--- config.mk ---
export PLATFORM = sky130hd
export DESIGN_NAME = sub_borrow_exec
export DESIGN_NICKNAME = d
export VERILOG_FILES = /design/src/inc/sub_borrow_pkg.sv /design/src/core/sub_borrow_alu.sv /design/src/core/sub_borrow_exec.sv
export SDC_FILE = /design/constraint.sdc
export NUM_CORES = 1
export LEC_CHECK = 0
export BUFFER_PORTS_ARGS = -buffer_cell sky130_fd_sc_hd__buf_2
export CORE_MARGIN = 10
export CORE_UTILIZATION = 54
export CTS_BUF_LIST = sky130_fd_sc_hd__clkbuf_8
export CTS_CLUSTER_SIZE = 20
export DETAILED_ROUTE_END_ITERATION = 10
export PLACE_DENSITY = 0.83
export SYNTH_ARGS = -nofsm -noshare
export SYNTH_HDL_FRONTEND = slang
export SYNTH_HIERARCHICAL = 1
export SYNTH_SLANG_ARGS = --single-unit
--- constraint.sdc ---
create_clock -name mclk_i -period 4.2 [get_ports mclk_i]
set_input_delay 1.26 -clock mclk_i [delete_from_list [all_inputs] [get_ports mclk_i]]
set_output_delay 1.26 -clock mclk_i [all_outputs]
set_load 0.02 [all_outputs]
--- src/inc/sub_borrow_pkg.sv ---
// constants for the subtract-with-borrow execution block
package sub_borrow_pkg;
  // instruction word layout
  localparam int          INSTR_W        = 16;
  localparam int          OPC_MSB        = 15;
  localparam int          OPC_LSB        = 10;
  localparam int          DEST_BIT       = 9;
  localparam int          BANK_BIT       = 8;
  localparam int          FADDR_MSB      = 7;
  localparam logic [5:0]  OPC_SUB_BORROW = 6'h16;
  // data memory addressing
  localparam int          DATA_W         = 8;
  localparam int          BANK_W         = 4;
  localparam int          ADDR_W         = 12;
  localparam logic [7:0]  INDEX_LIMIT    = 8'h5f;
  localparam logic [7:0]  ACCESS_SPLIT   = 8'h60;
  localparam logic [3:0]  ACCESS_LO_BANK = 4'h0;
  localparam logic [3:0]  ACCESS_HI_BANK = 4'hf;
  localparam int          NIBBLE_W       = 4;
  // one-hot phase codes
  typedef enum logic [4:0] {
    PH_IDLE    = 5'h01,
    PH_DECODE  = 5'h02,
    PH_READ    = 5'h04,
    PH_PROCESS = 5'h08,
    PH_WRITE   = 5'h10
  } phase_t;
endpackage : sub_borrow_pkg

--- src/core/sub_borrow_alu.sv ---
// combinational subtract-with-borrow arithmetic and flag generation
`timescale 1ns/10ps
module sub_borrow_alu
  import sub_borrow_pkg::*;
(
  // operands
  input  wire logic [DATA_W-1:0] file_val_i,
  input  wire logic [DATA_W-1:0] work_val_i,
  input  wire logic              carry_i,
  // result and flags
  output logic      [DATA_W-1:0] result_o,
  output logic                   carry_o,
  output logic                   half_carry_flag_o,
  output logic                   signed_overflow_flag_o,
  output logic                   zero_o,
  output logic                   negative_o
);
  logic [DATA_W:0]   full_diff;
  logic [NIBBLE_W:0] low_diff;
  logic              borrow_in;

  // cleared carry means a borrow is pending
  assign borrow_in = ~carry_i;
  assign full_diff = {1'b0, file_val_i} - {1'b0, work_val_i} - {{DATA_W{1'b0}}, borrow_in};
  assign low_diff  = {1'b0, file_val_i[NIBBLE_W-1:0]} - {1'b0, work_val_i[NIBBLE_W-1:0]}
                   - {{NIBBLE_W{1'b0}}, borrow_in};

  assign result_o               = full_diff[DATA_W-1:0];
  assign carry_o                = ~full_diff[DATA_W];
  assign half_carry_flag_o      = ~low_diff[NIBBLE_W];
  assign signed_overflow_flag_o = (file_val_i[DATA_W-1] != work_val_i[DATA_W-1])
                               && (result_o[DATA_W-1] != file_val_i[DATA_W-1]);
  assign zero_o                 = (result_o == '0);
  assign negative_o             = result_o[DATA_W-1];
endmodule : sub_borrow_alu

--- src/core/sub_borrow_exec.sv ---
// four-phase execution of the subtract-work-from-file-with-borrow instruction
`timescale 1ns/10ps
module sub_borrow_exec
  import sub_borrow_pkg::*;
(
  // clock and reset
  input  wire logic               mclk_i,
  input  wire logic               resetn_i,
  // instruction from decoder
  input  wire logic               instr_valid_i,
  input  wire logic [INSTR_W-1:0] instr_word_i,
  output logic                    ready_o,
  // core state
  input  wire logic               ext_set_en_i,
  input  wire logic [BANK_W-1:0]  bank_select_reg_i,
  input  wire logic [ADDR_W-1:0]  index_base_i,
  input  wire logic [DATA_W-1:0]  work_reg_i,
  input  wire logic               carry_i,
  // data memory
  output logic      [ADDR_W-1:0]  file_addr_o,
  output logic                    file_rd_o,
  input  wire logic [DATA_W-1:0]  file_rdata_i,
  output logic                    file_wr_o,
  // results
  output logic      [DATA_W-1:0]  result_o,
  output logic                    work_wr_o,
  output logic                    flags_wr_o,
  output logic                    carry_o,
  output logic                    half_carry_flag_o,
  output logic                    signed_overflow_flag_o,
  output logic                    zero_o,
  output logic                    negative_o
);
  ////////////////////////////////////////////////////////////////
  // address mapping
  function automatic logic [ADDR_W-1:0] map_addr(input logic             bank_sel,
                                                  input logic             ext_en,
                                                  input logic [FADDR_MSB:0] faddr,
                                                  input logic [BANK_W-1:0] bank_select_reg,
                                                  input logic [ADDR_W-1:0] base);
    logic [ADDR_W-1:0] addr;
    addr = {bank_select_reg, faddr};
    if (!bank_sel && ext_en && (faddr <= INDEX_LIMIT)) begin
      addr = base + {{(ADDR_W-FADDR_MSB-1){1'b0}}, faddr};
    end else if (!bank_sel) begin
      addr = {(faddr < ACCESS_SPLIT) ? ACCESS_LO_BANK : ACCESS_HI_BANK, faddr};
    end
    return addr;
  endfunction : map_addr

  ////////////////////////////////////////////////////////////////
  // state and decode
  phase_t              phase_ff;
  phase_t              nxt_phase;
  logic [INSTR_W-1:0]  instr_ff;
  logic [DATA_W-1:0]   alu_result;
  logic                alu_c;
  logic                alu_dc;
  logic                alu_ov;
  logic                alu_z;
  logic                alu_n;
  logic                opc_match;
  logic                dest_file;
  logic [ADDR_W-1:0]   nxt_addr;

  // other opcodes are not ours and are left to the rest of the core
  assign opc_match = (instr_word_i[OPC_MSB:OPC_LSB] == OPC_SUB_BORROW);
  assign dest_file = instr_ff[DEST_BIT];
  assign nxt_addr  = map_addr(instr_ff[BANK_BIT], ext_set_en_i, instr_ff[FADDR_MSB:0],
                              bank_select_reg_i, index_base_i);

  always_comb begin
    nxt_phase = phase_ff;
    case (phase_ff)
      PH_IDLE:    nxt_phase = (instr_valid_i && opc_match) ? PH_DECODE : PH_IDLE;
      PH_DECODE:  nxt_phase = PH_READ;
      PH_READ:    nxt_phase = PH_PROCESS;
      PH_PROCESS: nxt_phase = PH_WRITE;
      PH_WRITE:   nxt_phase = PH_IDLE;
      default:    nxt_phase = PH_IDLE;
    endcase
  end

  sub_borrow_alu u_alu (
    .file_val_i             (file_rdata_i),
    .work_val_i             (work_reg_i),
    .carry_i                (carry_i),
    .result_o               (alu_result),
    .carry_o                (alu_c),
    .half_carry_flag_o      (alu_dc),
    .signed_overflow_flag_o (alu_ov),
    .zero_o                 (alu_z),
    .negative_o             (alu_n)
  );

  ////////////////////////////////////////////////////////////////
  // registers
  always_ff @(posedge mclk_i) begin
    if (!resetn_i) begin
      phase_ff <= PH_IDLE;
      instr_ff <= '0;
      ready_o  <= 1'b0;
    end else begin
      phase_ff <= nxt_phase;
      ready_o  <= (nxt_phase == PH_IDLE);
      if (phase_ff == PH_IDLE && instr_valid_i && opc_match) begin
        instr_ff <= instr_word_i;
      end
    end
  end

  // memory read strobe stands in the read phase; data returns one cycle later
  always_ff @(posedge mclk_i) begin
    if (!resetn_i) begin
      file_addr_o <= '0;
      file_rd_o   <= 1'b0;
    end else begin
      file_rd_o <= (phase_ff == PH_DECODE);
      if (phase_ff == PH_DECODE) begin
        file_addr_o <= nxt_addr;
      end
    end
  end

  // operands sampled in the process phase, so work and carry must be stable then
  always_ff @(posedge mclk_i) begin
    if (!resetn_i) begin
      result_o               <= '0;
      carry_o                <= 1'b0;
      half_carry_flag_o      <= 1'b0;
      signed_overflow_flag_o <= 1'b0;
      zero_o                 <= 1'b0;
      negative_o             <= 1'b0;
    end else if (phase_ff == PH_PROCESS) begin
      result_o               <= alu_result;
      carry_o                <= alu_c;
      half_carry_flag_o      <= alu_dc;
      signed_overflow_flag_o <= alu_ov;
      zero_o                 <= alu_z;
      negative_o             <= alu_n;
    end
  end

  always_ff @(posedge mclk_i) begin
    if (!resetn_i) begin
      file_wr_o  <= 1'b0;
      work_wr_o  <= 1'b0;
      flags_wr_o <= 1'b0;
    end else begin
      file_wr_o  <= (phase_ff == PH_PROCESS) && dest_file;
      work_wr_o  <= (phase_ff == PH_PROCESS) && !dest_file;
      flags_wr_o <= (phase_ff == PH_PROCESS);
    end
  end
endmodule : sub_borrow_exec

==> flow_summary.ini <==
[yosys]
synth-edff-count = 0
yosysSeqAreaShare_pct = 32.39
syn_area_um2 = 2781
ys.flop_type = dfxtp_1
yosys_warnings = 6
synthArstFlopShare_pct = 0
ys_seq_elements = 45
ys_types = 63
syn_inst = 336
synth_nets = 414
syn_avg_cell_area_um2 = 8.278

[grt]
use_met3_pct = 4.564
grt_max_degree = 22
grt.met1_usage_pct = 19.40
antenna_found_initial = 0
grt-ovfl-total = 0
top_usage_layer = met2
gr-usage-met2_pct = 29.56
grt_pass1_wl_um = 11900
grt_pass1_vias = 2571
grt_usage_pct = 16.86

[hold_path]
whs_path_depth = 2
min_from = result_o[3]$_SDFFE_PN0N_
min_path_type = reg2reg
holdPathEnd = result_o[3]$_SDFFE_PN0N_

[timing]
skew_ps = 6.075
setup_slack_ps = 912.9
finalHoldWorstSlack_ps = 452.3
slew_headroom_pct = 47.27
final-max-slew-violation-count = 0
fin_setup_tns_ps = 0
tightest_slew_ps = 788.7
setup_viol = 0
fin_crit_ps = 3287
rsz0062_at_grt = no
fmax_mhz = 304.2
finalCritPeriodShare_pct = 78.26
hold_viol = 0

[drt]
drt_drc_violations_left = 0
viasPerCell = 5.395
finalWirelength_um = 7232
firstDrtPassIters = 4
vias = 2606
wl_per_cell_um = 14.97
antenna_left = 0
drt-initial-drc-count = 132

[worst_setup_path]
r2r_start = phase_ff[2]$_SDFF_PN0_
endpoint_kind = flop
ff2ff_path_depth = 5
path_class = in2reg
reg2reg_slack_ps = 2110
crit_fanout = 2
cp.arrival_ps = 3500
worst_setup_path_start_kind = primary input
timing.rr.end = file_addr_o[8]$_SDFFE_PN0P_
required_ps = 4420

[final_layout]
stdcell_area_um2 = 3342
final_cells = 483
final_common_cell = buf_2
utilization_pct = 66.28
layout-drive-gt1-share_pct = 25.18
antenna_cells = 0
synthToLayoutAreaGrowth_pct = 20.15
layout_common_cells = 82 x buf_2, 45 x dfxtp_1, 40 x nand2_1
nets = 490

[clock_network]
h-tree-depth = 2
clk_pin_slew_ps = 80
cts_max_path_buffers = 2
cts-root-buf = clkbuf_8
insertion_delay_ps = 300
post_cts_buffers = 0
cts_tree = built
numCtsBuffers = 5
cts_hold_buf = 0
cts_resized = 0
clock_sinks = 45

[floorplan]
die_w_um = 91.77
initial_core_util_pct = 55.16
dieArea_um2 = 8422
rows = 26
die_h_um = 91.77
io_pins = 83
core_area_um2 = 5042

[power_and_ir_drop]
power.density_nw_per_um2 = 282.8
p_leak_nw = 1.628
peakVddDrop_mv = 0.2026
power_uw = 945.1

[status]
outcome = finished, final reports clean

[placement]
numPortBuffers = 82
dp_hpwl_um = 5614
gp_congestion = 0.8890
dpl.cell_count = 475
dpl-instance-area_um2 = 3226
pre_cts_ws_ps = 615.8

[run]
cap_violations = 0
==> cells by family after synthesis <==
family	synth area share [%]
simple gates	20.92
flops	32.39
buf+inv	6.657
fa+ha+maj	12.06
compound gates	19.39
xor+xnor	3.734
mux	4.858
==> final cells by class <==
cell class,instances,area [µm²]
clock inverter,2,33.78
clock buffer,6,82.58
sequential,45,900.9
timing repair buffer,83,417.9
fill,415,1700
multi-input combinational,244,1695
inverter,33,123.9
tap,70,87.58
==> worst max path at each step <==
stage                 start              endpoint  slack, ps  depth (start not counted)
global placement    carry_i   zero_o$_SDFFE_PN0N_        690                         11
CTS                 carry_i   zero_o$_SDFFE_PN0N_        920                         11
global route        carry_i   zero_o$_SDFFE_PN0N_        690                         12
finish              carry_i  carry_o$_SDFFE_PN0N_        910                         12
detailed placement  carry_i   zero_o$_SDFFE_PN0N_        620                         11
floorplan           carry_i   zero_o$_SDFFE_PN0N_        860                         10
==> routing by layer <==
metal  share of wire, %  up-vias
met1                 42     1206
met4                1.4        0
met5                  0        -
met3                6.2        6
li1                   -     1320
met2                 50       74
==> critical path, stage by stage <==
cell,delay (ps)
buf_2,90
inv_1,70
fa_1,170
inv_1,70
fa_1,410
nand2b_1,190
a2111oi_0,570
o31ai_1,140
a21oi_1,200
xnor2_1,140
nand2_1,70
a21oi_1,130
==> where the power goes <==
part / internal [mW] / switching [mW] / total (mW)
Combinational: 0.0802 / 0.0954 / 0.176
Clock: 0.192 / 0.150 / 0.342
Sequential: 0.427 / 0.000688 / 0.428
==> flip-flops by register name (all words and copies together), names as in the netlist <==
name / count
result_o: 8
file_wr_o: 1
instr_ff: 10
carry_o: 1
half_carry_flag_o: 1
flags_wr_o: 1
file_addr_o: 12
work_wr_o: 1
zero_o: 1
ready_o: 1
phase_ff: 5
signed_overflow_flag_o: 1
negative_o: 1
file_rd_o: 1
==> synth_stat cells, types with 2 or more instances <==
cell,count,area (µm²)
or3_1,2,12.51
a21oi_2,2,17.52
buf_4,2,15.01
nor4bb_1,2,20.02
clkbuf_1,10,37.54
nor2b_1,3,18.77
nor3_1,6,30.03
nand2_1,40,150.1
dfxtp_1,45,900.9
mux2i_1,12,120.1
fa_1,3,60.06
o31ai_1,4,30.03
o311ai_0,2,17.52
or4_1,3,22.52
inv_1,32,120.1
xnor2_1,4,35.03
a21o_1,3,22.52
a21oi_1,28,140.1
nand3_1,5,25.02
and3_1,3,18.77
o211ai_1,3,22.52
xor2_1,6,52.55
o21a_1,3,22.52
nand3b_1,4,30.03
o21ai_0,16,80.08
a31oi_1,2,12.51
nand4_1,2,12.51
nor2_1,31,116.4
and2_1,3,18.77
ha_1,22,275.3
Power figures use the tool's default switching activity.
